===== src/shared/afe_regs_pkg.sv =====
// Purpose: constants and carriers for the converter power, reset and result register bank
// Assumes: register indices are kept as printed; byte address = 4 * index on AXI4-Lite
// Notes: interrupt registers live in the free index space above the calibration area
// Operation
// - writing C3 to reset_command resets all registers and restarts conversion; others ignored
// - serial_port_reset_lock bit 0 enables serial-port reset; default disabled
// - lock register takes only its first write; only a register reset unlocks it
// - power_mode_field write codes: 0 active, 1 power-down, 3 stand-by
// - power mode read returns mode in effect, same code; active after reset
// - writing 1 to restart bit 0 restarts conversion; write-only, upper bits reserved
// - aux bit 6 set makes the full reset also clear calibration coefficients
// - aux bit 5 set bypasses external-clock detection; default detection on
// - aux bit 4 selects external clock, effective only while detection is bypassed
// - excitation_current_select: 0 is zero current, 100 uA steps up to code A
// - result_ready_code reads FF when nothing new, 00 to FE when new data
// - result is 16-bit two's complement; high byte 1A, low byte 1B, 1C reserved
// - stale_result_read_flag set on invalid or repeated result read, cleared on valid
package afe_regs_pkg;

	localparam int          ADDR_W   = 12;
	localparam int          DATA_W   = 32;
	localparam int          IDX_W    = 7;
	localparam int          IDX_LSB  = 2;
	localparam int          REG_W    = 8;

	localparam logic [6:0]  IDX_RESET_CMD  = 7'h00;
	localparam logic [6:0]  IDX_SPI_LOCK   = 7'h02;
	localparam logic [6:0]  IDX_PWR        = 7'h08;
	localparam logic [6:0]  IDX_RESTART    = 7'h0B;
	localparam logic [6:0]  IDX_AUX        = 7'h12;
	localparam logic [6:0]  IDX_READY      = 7'h18;
	localparam logic [6:0]  IDX_RES_HI     = 7'h1A;
	localparam logic [6:0]  IDX_RES_LO     = 7'h1B;
	localparam logic [6:0]  IDX_RES_RSVD   = 7'h1C;
	localparam logic [6:0]  IDX_CH_STATUS  = 7'h1E;
	localparam logic [6:0]  IDX_IRQ_STATUS = 7'h60;
	localparam logic [6:0]  IDX_IRQ_CLEAR  = 7'h61;
	localparam logic [6:0]  IDX_IRQ_ENABLE = 7'h62;

	localparam logic [7:0]  FULL_RESET_CODE = 8'hC3;
	localparam int          SPI_RST_BIT     = 0;
	localparam int          RESTART_BIT     = 0;
	localparam int          STALE_BIT       = 0;
	localparam int          AUX_CAL_CLR_BIT = 6;
	localparam int          AUX_BYPASS_BIT  = 5;
	localparam int          AUX_CLKSEL_BIT  = 4;
	localparam logic [3:0]  CUR_ZERO        = 4'h0;
	localparam logic [3:0]  CUR_MAX         = 4'hA;
	localparam logic [7:0]  READY_NONE      = 8'hFF;
	localparam logic [7:0]  READY_NEW       = 8'h00;
	localparam logic [15:0] RESULT_RESET    = 16'h0000;

	localparam int          CLK_MHZ            = 10;
	localparam int          RESULT_SPACING_US  = 72;
	localparam int          RESULT_SPACING_CYC = RESULT_SPACING_US * CLK_MHZ;

	localparam int          IRQ_W         = 2;
	localparam int          IRQ_CONV_DONE = 0;
	localparam int          IRQ_STALE     = 1;

	localparam logic [1:0]  RESP_OKAY   = 2'h0;
	localparam logic [1:0]  RESP_SLVERR = 2'h2;

	typedef enum logic [1:0] {
		PWR_ACTIVE  = 2'h0,
		PWR_DOWN    = 2'h1,
		PWR_STANDBY = 2'h3
	} power_mode_t;

	typedef struct packed {
		power_mode_t powerMode;
		logic        extClockDetectBypass;
		logic        clockSelectExternal;
		logic [3:0]  excitationCurrentSelect;
		logic        serialResetEnable;
	} afe_ctrl_t;

	typedef struct packed {
		logic        valid;
		logic [15:0] data;
	} conv_result_t;

endpackage


===== src/verilog/afe_power_reset_adc_ctrl_regs.sv =====
// Purpose: power, reset, restart, auxiliary control and result registers behind AXI4-Lite
// Assumes: converter result and power-mode acknowledge come from logic on mclk
// Notes: only byte lane 0 of a write is meaningful; every register is 8 bits wide
`timescale 1ns/1ps
module afe_power_reset_adc_ctrl_regs
	import afe_regs_pkg::*;
(
	input  wire logic              mclk,
	input  wire logic              arst_n,
	input  wire logic              ce,
	input  wire logic [ADDR_W-1:0] s_axi_awaddr,
	input  wire logic              s_axi_awvalid,
	output logic                   s_axi_awready,
	input  wire logic [DATA_W-1:0] s_axi_wdata,
	input  wire logic [3:0]        s_axi_wstrb,
	input  wire logic              s_axi_wvalid,
	output logic                   s_axi_wready,
	output logic [1:0]             s_axi_bresp,
	output logic                   s_axi_bvalid,
	input  wire logic              s_axi_bready,
	input  wire logic [ADDR_W-1:0] s_axi_araddr,
	input  wire logic              s_axi_arvalid,
	output logic                   s_axi_arready,
	output logic [DATA_W-1:0]      s_axi_rdata,
	output logic [1:0]             s_axi_rresp,
	output logic                   s_axi_rvalid,
	input  wire logic              s_axi_rready,
	input  wire conv_result_t      convResult,
	input  wire power_mode_t       powerModeInEffect,
	output afe_ctrl_t              afeCtrl,
	output logic                   convRestart,
	output logic                   regReset,
	output logic                   calibCoeffClear,
	output logic                   irq
);

	// decode helpers shared by the read and write paths
	function automatic logic [IDX_W-1:0] regIndex(input logic [ADDR_W-1:0] addr);
		regIndex = addr[IDX_LSB +: IDX_W];
	endfunction

	function automatic logic inRange(input logic [ADDR_W-1:0] addr);
		inRange = (addr[ADDR_W-1:IDX_LSB+IDX_W] == '0);
	endfunction

	function automatic logic isMapped(input logic [ADDR_W-1:0] addr, input logic forWrite);
		logic [IDX_W-1:0] idx;
		idx = regIndex(addr);
		isMapped = 1'b0;
		if (inRange(addr)) begin
			unique case (idx)
				IDX_RESET_CMD, IDX_RESTART, IDX_IRQ_CLEAR:
					isMapped = forWrite;
				IDX_READY, IDX_RES_HI, IDX_RES_LO, IDX_CH_STATUS, IDX_IRQ_STATUS:
					isMapped = !forWrite;
				IDX_SPI_LOCK, IDX_PWR, IDX_AUX, IDX_IRQ_ENABLE, IDX_RES_RSVD:
					isMapped = 1'b1;
				default:
					isMapped = 1'b0;
			endcase
		end
	endfunction

	// write channel capture
	logic [ADDR_W-1:0] awAddr_ff;
	logic              awHeld_ff;
	logic [7:0]        wByte_ff;
	logic              wLane0_ff;
	logic              wHeld_ff;
	logic              bvalid_ff;
	logic [1:0]        bresp_ff;
	logic              awready_ff;
	logic              wready_ff;

	logic doWrite;
	logic wrMapped;
	logic [IDX_W-1:0] wrIdx;
	logic wrEn;

	assign doWrite  = awHeld_ff && wHeld_ff && !bvalid_ff;
	assign wrMapped = isMapped(awAddr_ff, 1'b1);
	assign wrIdx    = regIndex(awAddr_ff);
	assign wrEn     = doWrite && wrMapped && wLane0_ff;

	// read channel
	logic              arready_ff;
	logic              rvalid_ff;
	logic [DATA_W-1:0] rdata_ff;
	logic [1:0]        rresp_ff;
	logic              rdTake;
	logic [IDX_W-1:0]  rdIdx;
	logic              rdMapped;

	assign rdTake   = s_axi_arvalid && arready_ff;
	assign rdIdx    = regIndex(s_axi_araddr);
	assign rdMapped = isMapped(s_axi_araddr, 1'b0);

	// register state
	logic        fullReset;
	logic        spiLock_ff;
	logic        spiEnable_ff;
	power_mode_t pwrReq_ff;
	logic [6:0]  aux_ff;
	logic        newData_ff;
	logic [15:0] result_ff;
	logic [7:0]  lowShadow_ff;
	logic        stale_ff;
	logic [IRQ_W-1:0] irqStatus_ff;
	logic [IRQ_W-1:0] irqEnable_ff;
	logic        restart_ff;
	logic        regReset_ff;
	logic        calClr_ff;
	logic        irq_ff;
	afe_ctrl_t   ctrl_ff;
	logic        resultRead;
	logic        staleEvent;

	assign fullReset  = wrEn && (wrIdx == IDX_RESET_CMD)
			&& (wByte_ff == FULL_RESET_CODE);
	assign resultRead = rdTake && rdMapped
			&& ((rdIdx == IDX_RES_HI) || (rdIdx == IDX_RES_LO));
	assign staleEvent = resultRead && !newData_ff;

	always_ff @(posedge mclk or negedge arst_n) begin
		if (!arst_n) begin
			awHeld_ff  <= 1'b0;
			awAddr_ff  <= '0;
			awready_ff <= 1'b0;
		end else if (ce) begin
			if (s_axi_awvalid && awready_ff) begin
				awHeld_ff  <= 1'b1;
				awAddr_ff  <= s_axi_awaddr;
				awready_ff <= 1'b0;
			end else if (s_axi_bvalid && s_axi_bready) begin
				awHeld_ff  <= 1'b0;
				awready_ff <= 1'b1;
			end else if (!awHeld_ff) begin
				awready_ff <= 1'b1;
			end
		end
	end

	always_ff @(posedge mclk or negedge arst_n) begin
		if (!arst_n) begin
			wHeld_ff  <= 1'b0;
			wByte_ff  <= '0;
			wLane0_ff <= 1'b0;
			wready_ff <= 1'b0;
		end else if (ce) begin
			if (s_axi_wvalid && wready_ff) begin
				wHeld_ff  <= 1'b1;
				wByte_ff  <= s_axi_wdata[REG_W-1:0];
				wLane0_ff <= s_axi_wstrb[0];
				wready_ff <= 1'b0;
			end else if (s_axi_bvalid && s_axi_bready) begin
				wHeld_ff  <= 1'b0;
				wready_ff <= 1'b1;
			end else if (!wHeld_ff) begin
				wready_ff <= 1'b1;
			end
		end
	end

	always_ff @(posedge mclk or negedge arst_n) begin
		if (!arst_n) begin
			bvalid_ff <= 1'b0;
			bresp_ff  <= RESP_OKAY;
		end else if (ce) begin
			if (doWrite) begin
				bvalid_ff <= 1'b1;
				bresp_ff  <= wrMapped ? RESP_OKAY : RESP_SLVERR;
			end else if (bvalid_ff && s_axi_bready) begin
				bvalid_ff <= 1'b0;
			end
		end
	end

	// read data is sampled at acceptance so read side effects happen exactly once
	always_ff @(posedge mclk or negedge arst_n) begin
		if (!arst_n) begin
			arready_ff <= 1'b0;
			rvalid_ff  <= 1'b0;
			rdata_ff   <= '0;
			rresp_ff   <= RESP_OKAY;
		end else if (ce) begin
			if (rdTake) begin
				arready_ff <= 1'b0;
				rvalid_ff  <= 1'b1;
				rresp_ff   <= rdMapped ? RESP_OKAY : RESP_SLVERR;
				rdata_ff   <= '0;
				if (rdMapped) begin
					unique case (rdIdx)
						IDX_SPI_LOCK:
							rdata_ff[SPI_RST_BIT] <= spiEnable_ff;
						IDX_PWR:
							rdata_ff[1:0] <= powerModeInEffect;
						IDX_AUX:
							rdata_ff[6:0] <= aux_ff;
						IDX_READY:
							rdata_ff[7:0] <= newData_ff ? READY_NEW : READY_NONE;
						IDX_RES_HI:
							rdata_ff[7:0] <= result_ff[15:8];
						IDX_RES_LO:
							rdata_ff[7:0] <= lowShadow_ff;
						IDX_CH_STATUS:
							rdata_ff[STALE_BIT] <= stale_ff;
						IDX_IRQ_STATUS:
							rdata_ff[IRQ_W-1:0] <= irqStatus_ff;
						IDX_IRQ_ENABLE:
							rdata_ff[IRQ_W-1:0] <= irqEnable_ff;
						default:
							rdata_ff <= '0;
					endcase
				end
			end else if (rvalid_ff && s_axi_rready) begin
				rvalid_ff  <= 1'b0;
				arready_ff <= 1'b1;
			end else if (!rvalid_ff) begin
				arready_ff <= 1'b1;
			end
		end
	end

	// serial-port reset enable takes its first write only
	always_ff @(posedge mclk or negedge arst_n) begin
		if (!arst_n) begin
			spiEnable_ff <= 1'b0;
			spiLock_ff   <= 1'b0;
		end else if (ce) begin
			if (fullReset) begin
				spiEnable_ff <= 1'b0;
				spiLock_ff   <= 1'b0;
			end else if (wrEn && (wrIdx == IDX_SPI_LOCK) && !spiLock_ff) begin
				spiEnable_ff <= wByte_ff[SPI_RST_BIT];
				spiLock_ff   <= 1'b1;
			end
		end
	end

	// code 2 is undefined, so such a write leaves the request unchanged
	always_ff @(posedge mclk or negedge arst_n) begin
		if (!arst_n) begin
			pwrReq_ff <= PWR_ACTIVE;
		end else if (ce) begin
			if (fullReset) begin
				pwrReq_ff <= PWR_ACTIVE;
			end else if (wrEn && (wrIdx == IDX_PWR)) begin
				unique case (wByte_ff[1:0])
					PWR_ACTIVE:  pwrReq_ff <= PWR_ACTIVE;
					PWR_DOWN:    pwrReq_ff <= PWR_DOWN;
					PWR_STANDBY: pwrReq_ff <= PWR_STANDBY;
					default:     pwrReq_ff <= pwrReq_ff;
				endcase
			end
		end
	end

	// current codes above A are not defined; the old setting is kept
	always_ff @(posedge mclk or negedge arst_n) begin
		if (!arst_n) begin
			aux_ff <= '0;
		end else if (ce) begin
			if (fullReset) begin
				aux_ff <= '0;
			end else if (wrEn && (wrIdx == IDX_AUX)) begin
				aux_ff[6:4] <= wByte_ff[6:4];
				if (wByte_ff[3:0] <= CUR_MAX) begin
					aux_ff[3:0] <= wByte_ff[3:0];
				end
			end
		end
	end

	always_ff @(posedge mclk or negedge arst_n) begin
		if (!arst_n) begin
			ctrl_ff <= '{PWR_ACTIVE, 1'b0, 1'b0, CUR_ZERO, 1'b0};
		end else if (ce) begin
			ctrl_ff.powerMode               <= pwrReq_ff;
			ctrl_ff.extClockDetectBypass    <= aux_ff[AUX_BYPASS_BIT];
			ctrl_ff.clockSelectExternal     <= aux_ff[AUX_BYPASS_BIT]
					&& aux_ff[AUX_CLKSEL_BIT];
			ctrl_ff.excitationCurrentSelect <= aux_ff[3:0];
			ctrl_ff.serialResetEnable       <= spiEnable_ff;
		end
	end

	// one-cycle strobes toward the converter
	always_ff @(posedge mclk or negedge arst_n) begin
		if (!arst_n) begin
			restart_ff  <= 1'b0;
			regReset_ff <= 1'b0;
			calClr_ff   <= 1'b0;
		end else if (ce) begin
			restart_ff  <= fullReset || (wrEn && (wrIdx == IDX_RESTART)
					&& wByte_ff[RESTART_BIT]);
			regReset_ff <= fullReset;
			calClr_ff   <= fullReset && aux_ff[AUX_CAL_CLR_BIT];
		end
	end

	// high byte read copies the low byte into its shadow; any later result overwrites the shadow before the low read
	always_ff @(posedge mclk or negedge arst_n) begin
		if (!arst_n) begin
			result_ff    <= RESULT_RESET;
			lowShadow_ff <= '0;
			newData_ff   <= 1'b0;
			stale_ff     <= 1'b0;
		end else if (ce) begin
			if (fullReset) begin
				result_ff    <= RESULT_RESET;
				lowShadow_ff <= '0;
				newData_ff   <= 1'b0;
				stale_ff     <= 1'b0;
			end else begin
				if (resultRead) begin
					stale_ff <= !newData_ff;
				end
				if (rdTake && rdMapped && (rdIdx == IDX_RES_HI)) begin
					lowShadow_ff <= result_ff[7:0];
				end
				if (convResult.valid) begin
					result_ff  <= convResult.data;
					newData_ff <= 1'b1;
					if (!(rdTake && rdMapped && (rdIdx == IDX_RES_HI))) begin
						lowShadow_ff <= convResult.data[7:0];
					end
				end else if (rdTake && rdMapped && (rdIdx == IDX_RES_LO)) begin
					newData_ff <= 1'b0;
				end
			end
		end
	end

	// sticky status: a new event wins over a clear in the same cycle
	always_ff @(posedge mclk or negedge arst_n) begin
		if (!arst_n) begin
			irqStatus_ff <= '0;
			irqEnable_ff <= '0;
			irq_ff       <= 1'b0;
		end else if (ce) begin
			if (fullReset) begin
				irqStatus_ff <= '0;
				irqEnable_ff <= '0;
			end else begin
				if (wrEn && (wrIdx == IDX_IRQ_ENABLE)) begin
					irqEnable_ff <= wByte_ff[IRQ_W-1:0];
				end
				irqStatus_ff <= (irqStatus_ff
						& ~((wrEn && (wrIdx == IDX_IRQ_CLEAR))
						? wByte_ff[IRQ_W-1:0] : '0))
						| {staleEvent, convResult.valid};
			end
			irq_ff <= |(irqStatus_ff & irqEnable_ff);
		end
	end

	assign s_axi_awready   = awready_ff;
	assign s_axi_wready    = wready_ff;
	assign s_axi_bvalid    = bvalid_ff;
	assign s_axi_bresp     = bresp_ff;
	assign s_axi_arready   = arready_ff;
	assign s_axi_rvalid    = rvalid_ff;
	assign s_axi_rdata     = rdata_ff;
	assign s_axi_rresp     = rresp_ff;
	assign afeCtrl         = ctrl_ff;
	assign convRestart     = restart_ff;
	assign regReset        = regReset_ff;
	assign calibCoeffClear = calClr_ff;
	assign irq             = irq_ff;

endmodule


===== config.mk =====
export PLATFORM = sky130hd
export DESIGN_NAME = afe_power_reset_adc_ctrl_regs
export DESIGN_NICKNAME = d
export VERILOG_FILES = /design/src/shared/afe_regs_pkg.sv /design/src/verilog/afe_power_reset_adc_ctrl_regs.sv
export SDC_FILE = /design/constraint.sdc
export NUM_CORES = 1
export LEC_CHECK = 0
export ABC_AREA = 1
export BUFFER_PORTS_ARGS = -buffer_cell sky130_fd_sc_hd__buf_2
export CAP_MARGIN = 5
export CORE_ASPECT_RATIO = 2
export CORE_UTILIZATION = 56
export DETAILED_ROUTE_END_ITERATION = 8
export PLACE_DENSITY = 0.95
export SLEW_MARGIN = 25
export SYNTH_ARGS = -nofsm -noshare
export SYNTH_HDL_FRONTEND = slang
export SYNTH_SLANG_ARGS = --single-unit

===== constraint.sdc =====
create_clock -name mclk -period 4.43 [get_ports mclk]
set_clock_uncertainty 0.05 [all_clocks]
set_input_delay 0.886 -clock mclk [delete_from_list [all_inputs] [get_ports mclk]]
set_output_delay 0.886 -clock mclk [all_outputs]
set_load 0.02 [all_outputs]

==> insert_results.sql, run 1 <==
INSERT INTO impl_metrics (metric_group, metric, value, unit) VALUES
('run_status', 'status', 'finished, final reports clean', ''),
('cts', 'cts_repair_resizes', '0', ''),
('sta', 'timing.max_slew.rel_slack', '45.9', '%'),
('cts', 'numClockSinks', '90', ''),
('setup_path', 'critical_path.endpoint_type', 'register', ''),
('cts', 'ctsHoldBuffers', '0', ''),
('cells_and_area', 'layout-drive-gt1-share', '19.5', '%'),
('sta', 'setup_viol_count_final', '0', ''),
('setup_path', 'worstPathArrival', '2.43', 'ns'),
('yosys', 'post-synth-top-area-fraction', '49.4', '%'),
('route', 'first_iter_violations', '308', ''),
('sta', 'worst-slew-pin-transition', '0.812', 'ns'),
('setup_path', 'reg2reg_depth', '10', ''),
('setup_path', 'crit_path_max_incr_delay', '0.27', 'ns'),
('global_route', 'grt_pass1_vias', '3992', ''),
('floorplan', 'top_level_ports', '141', ''),
('global_route', 'grt_util_met2', '44.2', '%'),
('cts', 'cts.path.max_buffers', '2', ''),
('sta', 'fmax', '446', 'MHz'),
('global_route', 'globalRouteMet3Util', '5.99', '%'),
('route', 'dr_total_vias', '4221', ''),
('cells_and_area', 'area_growth_syn_to_layout', '15.0', '%'),
('yosys', 'netlist_area', '4560', 'um^2'),
('yosys', 'yosys_most_used_dff', 'dfrtp_1', ''),
('cts', 'postCtsSetupRepairBufs', '0', ''),
('yosys', 'synth.lib_cells_used.distinct', '33', ''),
('setup_path', 'critical_path_peak_fanout', '16', ''),
('yosys', 'synth_warnings', '0', ''),
('floorplan', 'floorplan.initialDensity', '57.9', '%'),
('yosys', 'synth_area_leader_cell', 'dfrtp_1', ''),
('floorplan', 'core-area', '7890', 'um^2'),
('hold_path', 'min_path_cells', '2', ''),
('cts', 'cts_tree', 'done', ''),
('pwr', 'max-vdd-ir-drop', '385', 'uV'),
('yosys', 'synth_edf_count', '0', ''),
('pwr', 'power.total', '2.36', 'mW'),
('setup_path', 'startpoint', 's_axi_araddr[8]', ''),
('placement', 'post-dp-hpwl', '8.15', 'mm'),
('hold_path', 'timing.hold.worst.class', 'reg2reg', ''),
('cells_and_area', 'num_antenna_cells', '0', ''),
('cts', 'clk_transition_reported_paths', '0.06', 'ns'),
('route', 'drtAntennaViolNets', '0', ''),
('yosys', 'synth_register_bits', '90', ''),
('placement', 'port-buffer-count', '83', ''),
('route', 'detail_route.drc_violations', '0', ''),
('route', 'wl', '10.9', 'mm'),
('global_route', 'global_route.usage.total', '27.5', '%'),
('yosys', 'synth-async-reset-ratio', '100', '%'),
('sta', 'clock_period_minus_worst_slack', '2.24', 'ns'),
('route', 'post_drt_via_cell_ratio', '5.50', ''),
('placement', 'gp_congestion', '0.948', ''),
('yosys', 'yosysSeqAreaShare', '49.4', '%'),
('setup_path', 'setup.worst_path.class', 'in2reg', ''),
('route', 'pre_antenna_drt_iters', '5', ''),
('sta', 'finalCritPeriodShare', '50.7', '%'),
('yosys', 'syn-mean-instance-area', '7.81', 'um^2'),
('yosys', 'synth_top_cells_by_area', 'dfrtp_1, nand2_1, buf_4, o21ai_0, nor2_1', ''),
('setup_path', 'critical_path_required', '4.61', 'ns'),
('global_route', 'top_usage_layer', 'met2', ''),
('floorplan', 'die-height', '130', 'um'),
('setup_path', 'crit_path_top_delay_cell', 'nand3_2', ''),
('cts', 'clockRootBuffer', 'clkbuf_16', ''),
('setup_path', 'path_cells', 'buf_2 > inv_1 > nand2_1 > nor2_2 > nand2_1 > nand3_1 > nor2_1 > nand2_1 > nand3_2 > nor2_1 > nor2_1 > nand2_1 > nand2_1', ''),
('global_route', 'grt_pass1_wl', '17.7', 'mm'),
('sta', 'finalMaxSlewViolations', '0', ''),
('sta', 'report.final.hold_viol_count', '0', ''),
('cts', 'cts_inserted_buffers', '9', ''),
('cts', 'h-tree-depth', '3', ''),
('setup_path', 'critPathLaunchType', 'input port', ''),
('global_route', 'antenna_violations_before_repair', '0', ''),
('pwr', 'leakage', '2.84', 'nW');
==> path summary, 6_finish.rpt <==
kind                       slack (ns)               to
max                              2.19  lowShadow_ff[4]
min                              0.42       afeCtrl[1]
max reg2reg                      2.32     result_ff[9]
min reg2reg                      0.42       afeCtrl[1]
max in group asynchronous        3.21     result_ff[6]
min in group asynchronous        0.53     awAddr_ff[5]
==> routing by layer <==
metal  wire length (um)  vias up
met5                  0        -
met4                653        0
met3                690       55
met2               5620      224
met1               3930     1963
li1                   -     1979
==> Yosys cell counts, types with 3 or more instances <==
| library cell | number |
|---|---|
| nand2_1 | 212 |
| dfrtp_1 | 90 |
| nor2_1 | 45 |
| inv_1 | 41 |
| o21ai_0 | 38 |
| nand3_1 | 32 |
| buf_4 | 26 |
| a21oi_1 | 14 |
| o21ai_1 | 14 |
| nand2_2 | 9 |
| clkbuf_1 | 7 |
| nand4_1 | 7 |
| nor2_2 | 5 |
| nor3_1 | 5 |
| a221oi_1 | 4 |
| inv_2 | 4 |
| nand3_2 | 4 |
| buf_6 | 3 |
| clkinv_1 | 3 |
| nand2_4 | 3 |
| o211ai_1 | 3 |
==> per-stage QoR <==
step | instances | area [um^2] | hold slack (ns) | util, % | worst slack [ns]
2_1_floorplan | 609 | 4660 | 0.399 | - | 2.29
3_3_place_gp | 752 | 4940 | 0.404 | 62.7 | 1.98
3_5_place_dp | 752 | 4940 | 0.407 | 62.7 | 1.88
4_1_cts | 768 | 5240 | 0.422 | 66.5 | 2.22
5_1_grt | 768 | 5250 | 0.452 | 66.5 | 2.02
6_report | 768 | 5250 | 0.420 | 66.5 | 2.19
==> registers in the layout, indices dropped and copies added (netlist names), 2 cells and up <==
name,cells
afeCtrl,9
aux_ff,7
awAddr_ff,10
irqEnable_ff,2
irqStatus_ff,2
lowShadow_ff,8
pwrReq_ff,2
result_ff,16
s_axi_rdata,8
wByte_ff,8
==> cell type report <==
| class | count | area (um^2) |
|---|---|---|
| sequential | 90 | 2250 |
| inverter | 49 | 185 |
| clock buffer | 12 | 246 |
| fill | 616 | 2640 |
| multi-input combinational | 432 | 1950 |
| tap | 96 | 120 |
| timing repair buffer | 85 | 437 |
| clock inverter | 4 | 51.3 |
==> worst max-delay path, delay by kind of cell <==
family / cells / cell delay (ns)
buf+inv: 2 / 0.15
simple gates: 11 / 1.39
==> power breakdown <==
part           switching [mW]  internal, mW  total [mW]
registers               0.133         0.968        1.10
logic                   0.340         0.157       0.498
clock network           0.310         0.453       0.763
==> cells in the final DEF, fill, tap and decap left out, drive strengths merged <==
master	instances
o21ai	53
nor3	6
inv	45
clkbuf	12
o211ai	3
clkinvlp	1
buf	85
nand3	36
dfrtp	90
o21bai	1
nand4	8
nand2	224
conb	26
bufinv	1
clkinv	6
a221oi	4
a22o	2
nor2	52
nor4	2
o21a	1
a21oi	14
==> cells by family after synthesis <==
| kind of cell | Yosys count | synth area share, % |
|---|---|---|
| and+or+nand+nor | 328 | 31.3 |
| AOI/OAI and AO/OA | 78 | 9.41 |
| buffers and inverters | 87 | 9.87 |
| DFF | 90 | 49.4 |
| other | 1 | 0.0822 |
Note: power is estimated with default switching activity, not from simulation.
==> run 2, diff against run 1 <==
--- a/config.mk
+++ b/config.mk
@@ -9,9 +9,9 @@
 export BUFFER_PORTS_ARGS = -buffer_cell sky130_fd_sc_hd__buf_2
 export CAP_MARGIN = 5
 export CORE_ASPECT_RATIO = 2
-export CORE_UTILIZATION = 56
+export CORE_UTILIZATION = 47
 export DETAILED_ROUTE_END_ITERATION = 8
-export PLACE_DENSITY = 0.95
+export PLACE_DENSITY = 0.87
 export SLEW_MARGIN = 25
 export SYNTH_ARGS = -nofsm -noshare
 export SYNTH_HDL_FRONTEND = slang
==> constraint.sdc (replaced) <==
create_clock -name mclk -period 1.8 [get_ports mclk]
set_clock_uncertainty 0.05 [all_clocks]
set_input_delay 0.36 -clock mclk [delete_from_list [all_inputs] [get_ports mclk]]
set_output_delay 0.36 -clock mclk [all_outputs]
set_load 0.02 [all_outputs]
==> insert_results.sql, run 2 (synthesized netlist as in run 1, its figures left out) <==
INSERT INTO impl_metrics (metric_group, metric, value, unit) VALUES
('floorplan', 'dieArea', '10100', 'um^2'),
('floorplan', 'core-area', '9380', 'um^2'),
('setup_path', 'r2r_start', 'awAddr_ff[7]', ''),
('route', 'pre_antenna_drt_iters', '5', ''),
('run_status', 'violations', 'negative setup slack', ''),
('route', 'dr_total_vias', '4325', ''),
('global_route', 'global_route.usage.total', '24.8', '%'),
('global_route', 'grt_start_max_net_pins', '38', ''),
('setup_path', 'worst-r2r-setup-slack', '-0.09', 'ns'),
('global_route', 'grt_pass1_vias', '4203', ''),
('placement', 'gp_congestion', '0.905', ''),
('cells_and_area', 'area_growth_syn_to_layout', '26.9', '%'),
('cells_and_area', 'layout-drive-gt1-share', '29.1', '%'),
('global_route', 'antenna_violations_before_repair', '0', ''),
('pwr', 'fraction_of_power_consumed_by_combinational_cells', '27.0', '%'),
('setup_path', 'worstPathArrival', '2.08', 'ns'),
('pwr', 'net_switching_fraction_of_the_power', '35.3', '%'),
('route', 'wl_per_cell', '15.1', 'um'),
('setup_path', 'startpoint', 'awAddr_ff[7]', ''),
('pwr', 'leakage', '3.08', 'nW'),
('route', 'wl', '12.3', 'mm'),
('cells_and_area', 'most-common-layout-cells', 'nand2_1, dfrtp_1, buf_2', ''),
('route', 'detail_route.drc_violations', '0', ''),
('pwr', 'power.clock.fraction', '28.9', '%'),
('cts', 'clk_transition_reported_paths', '0.06', 'ns'),
('cts', 'cts_inserted_buffers', '9', ''),
('cells_and_area', 'ff_latch_area', '2260', 'um^2'),
('floorplan', 'top_level_ports', '141', ''),
('cells_and_area', 'max_reg_flops', '16', ''),
('floorplan', 'floorplan.initialDensity', '48.6', '%'),
('setup_path', 'reg2reg_capture_point', 'result_ff[14]', ''),
('cells_and_area', 'num_antenna_cells', '0', ''),
('hold_path', 'timing.hold.worst.class', 'in2reg', ''),
('route', 'drtAntennaViolNets', '0', ''),
('floorplan', 'chipWidth', '71.7', 'um'),
('sta', 'timing.hold.ws', '0.157', 'ns'),
('setup_path', 'setup.worst_path.class', 'reg2reg', ''),
('placement', 'place_worst_setup_slack', '-0.105', 'ns'),
('global_route', 'globalRouteOverflowTotal', '0', ''),
('pwr', 'power.share.sequential', '44.1', '%'),
('cts', 'numClockSinks', '90', ''),
('setup_path', 'reg2reg_depth', '11', ''),
('cts', 'cts_tree', 'done', ''),
('cells_and_area', 'finish.net_count', '797', ''),
('route', 'post_drt_via_cell_ratio', '5.28', ''),
('sta', 'clock_period_minus_worst_slack', '1.89', 'ns'),
('pwr', 'power_density', '1070', 'nW/um^2'),
('sta', 'layout_setup_ws', '-0.0911', 'ns'),
('placement', 'post-dp-hpwl', '8.88', 'mm'),
('setup_path', 'critical_path_peak_fanout', '8', ''),
('cts', 'h-tree-depth', '3', ''),
('cells_and_area', 'area_of_the_multi_input_gates', '2120', 'um^2'),
('cells_and_area', 'top_register', 'result_ff', ''),
('cells_and_area', 'finish.utilization', '61.7', '%'),
('cts', 'cts.path.max_buffers', '2', ''),
('cts', 'worst_skew_pair.late_latency', '0.35', 'ns'),
('sta', 'report.final.hold_viol_count', '0', ''),
('run_status', 'status', 'finished, violations left', ''),
('global_route', 'grt_pass1_wl', '19.4', 'mm'),
('cells_and_area', 'most_common_cell_after_layout_fill_and_taps_aside', 'nand2_1', ''),
('cells_and_area', 'num-fill-cells', '779', ''),
('pwr', 'max-vdd-ir-drop', '838', 'uV'),
('sta', 'finalMaxSlewViolations', '0', ''),
('placement', 'port-buffer-count', '83', ''),
('route', 'first_iter_violations', '340', ''),
('sta', 'setup_viol_count_final', '29', ''),
('pwr', 'cellInternalPower', '4.01', 'mW'),
('setup_path', 'critPathLaunchType', 'register', ''),
('pwr', 'total_switching_power', '2.19', 'mW'),
('setup_path', 'critical_path_required', '1.99', 'ns'),
('setup_path', 'timing.critical_path.to', 'result_ff[14]', ''),
('flow_run', 'maxCapViolCount', '0', ''),
('setup_path', 'critical_path.endpoint_type', 'register', ''),
('sta', 'grt_setup_unrepaired', 'true', ''),
('floorplan', 'core_rows', '50', ''),
('cts', 'clockRootBuffer', 'clkbuf_16', ''),
('sta', 'finalCritPeriodShare', '105', '%'),
('floorplan', 'die-height', '141', 'um'),
('sta', 'fmax', '529', 'MHz');
-- run 2: cell count changes in the layout (fill, tap and decap cells not counted), moves of 3 or more --
cell     delta
buf_12      +4
buf_4      +34
dfrtp_1     -5
dfrtp_2     +5
inv_6       +3
nand2_1    -10
nand2_2     +7
nand2_4     +3
nor2_1      -8
nor2_2      +4
nor2_4      +4
o21ai_0     -7
o21ai_1     +3
o21ai_2     +4
-- run 2: area by class of cell --
class                   count  share of cell area [%]
multi-input cells         434                    36.7
clock inverters             6                   0.799
flip-flops and latches     90                    39.0
inverters                  49                    3.26
clock buffers              10                    4.13
repair buffers            126                    13.9
well taps                 104                    2.25
-- run 2: worst min-delay path by stage --
stage	from	to	slack, ns	depth (start not counted)
after floorplan	arst_n	afeCtrl[0]	0.01	0
after CTS	s_axi_awaddr[10]	awAddr_ff[10]	0.16	3
after global placement	arst_n	awAddr_ff[2]	0.30	1
final	s_axi_awaddr[10]	awAddr_ff[10]	0.16	3
after global routing	s_axi_awaddr[5]	awAddr_ff[5]	0.18	3
after detailed placement	arst_n	awAddr_ff[2]	0.31	1
-- run 2: power groups by stage --
stage                     logic, mW  clock network [mW]  registers [mW]
after global routing           1.85                1.89            2.77
final                          1.68                1.80            2.73
after global placement         1.31                   0            2.68
after CTS                      1.45                1.81            2.68
after floorplan               0.843                   0            2.73
after detailed placement       1.39                   0            2.71
-- run 2: metal layers --
metal / part of all wire [%] / GRT usage [%] / vias to the layer above
met2: 54 / 44.9 / 186
met4: 6.1 / 15.8 / 0
met3: 4.8 / 4.55 / 62
met1: 35 / 25.5 / 2005
met5: 0 / 0 / -
li1: - / - / 2072
-- run 2: what timing repair did --
| item | 4_1_cts | 5_1_grt |
|---|---|---|
| buffers inserted | 2 | 4 |
| gates cloned | 1 | 1 |
| setup endpoints to repair | 35 | 44 |
| pin swaps | 3 | 18 |
| resized for setup | 9 | 47 |
| hold endpoints to repair | 35 | 0 |
| hold buffers | 1 | 0 |
-- run 2: worst max-delay path: stages (launching register included) --
cell and delay [ns]:
dfrtp_1 0.44, inv_2 0.11, nand2_4 0.07, buf_6 0.12
a21oi_2 0.12, nor2_1 0.07, nand2_2 0.13, nand4_4 0.18
nand2_4 0.23, nand2_8 0.11, nand2_1 0.10, nand2_1 0.06
-- run 2: per-stage QoR --
| step | instance area, um^2 | setup TNS [ns] | cells | power (mW) |
|---|---|---|---|---|
| 3_5_place_dp | 5260 | -0.772 | 794 | 4.09 |
| 6_report | 5790 | -1.68 | 819 | 6.21 |
| 5_1_grt | 5790 | -5.95 | 819 | 6.51 |
| 2_1_floorplan | 4660 | 0 | 609 | 3.57 |
| 4_1_cts | 5610 | 0 | 814 | 5.94 |
| 3_3_place_gp | 5260 | 0 | 794 | 3.99 |
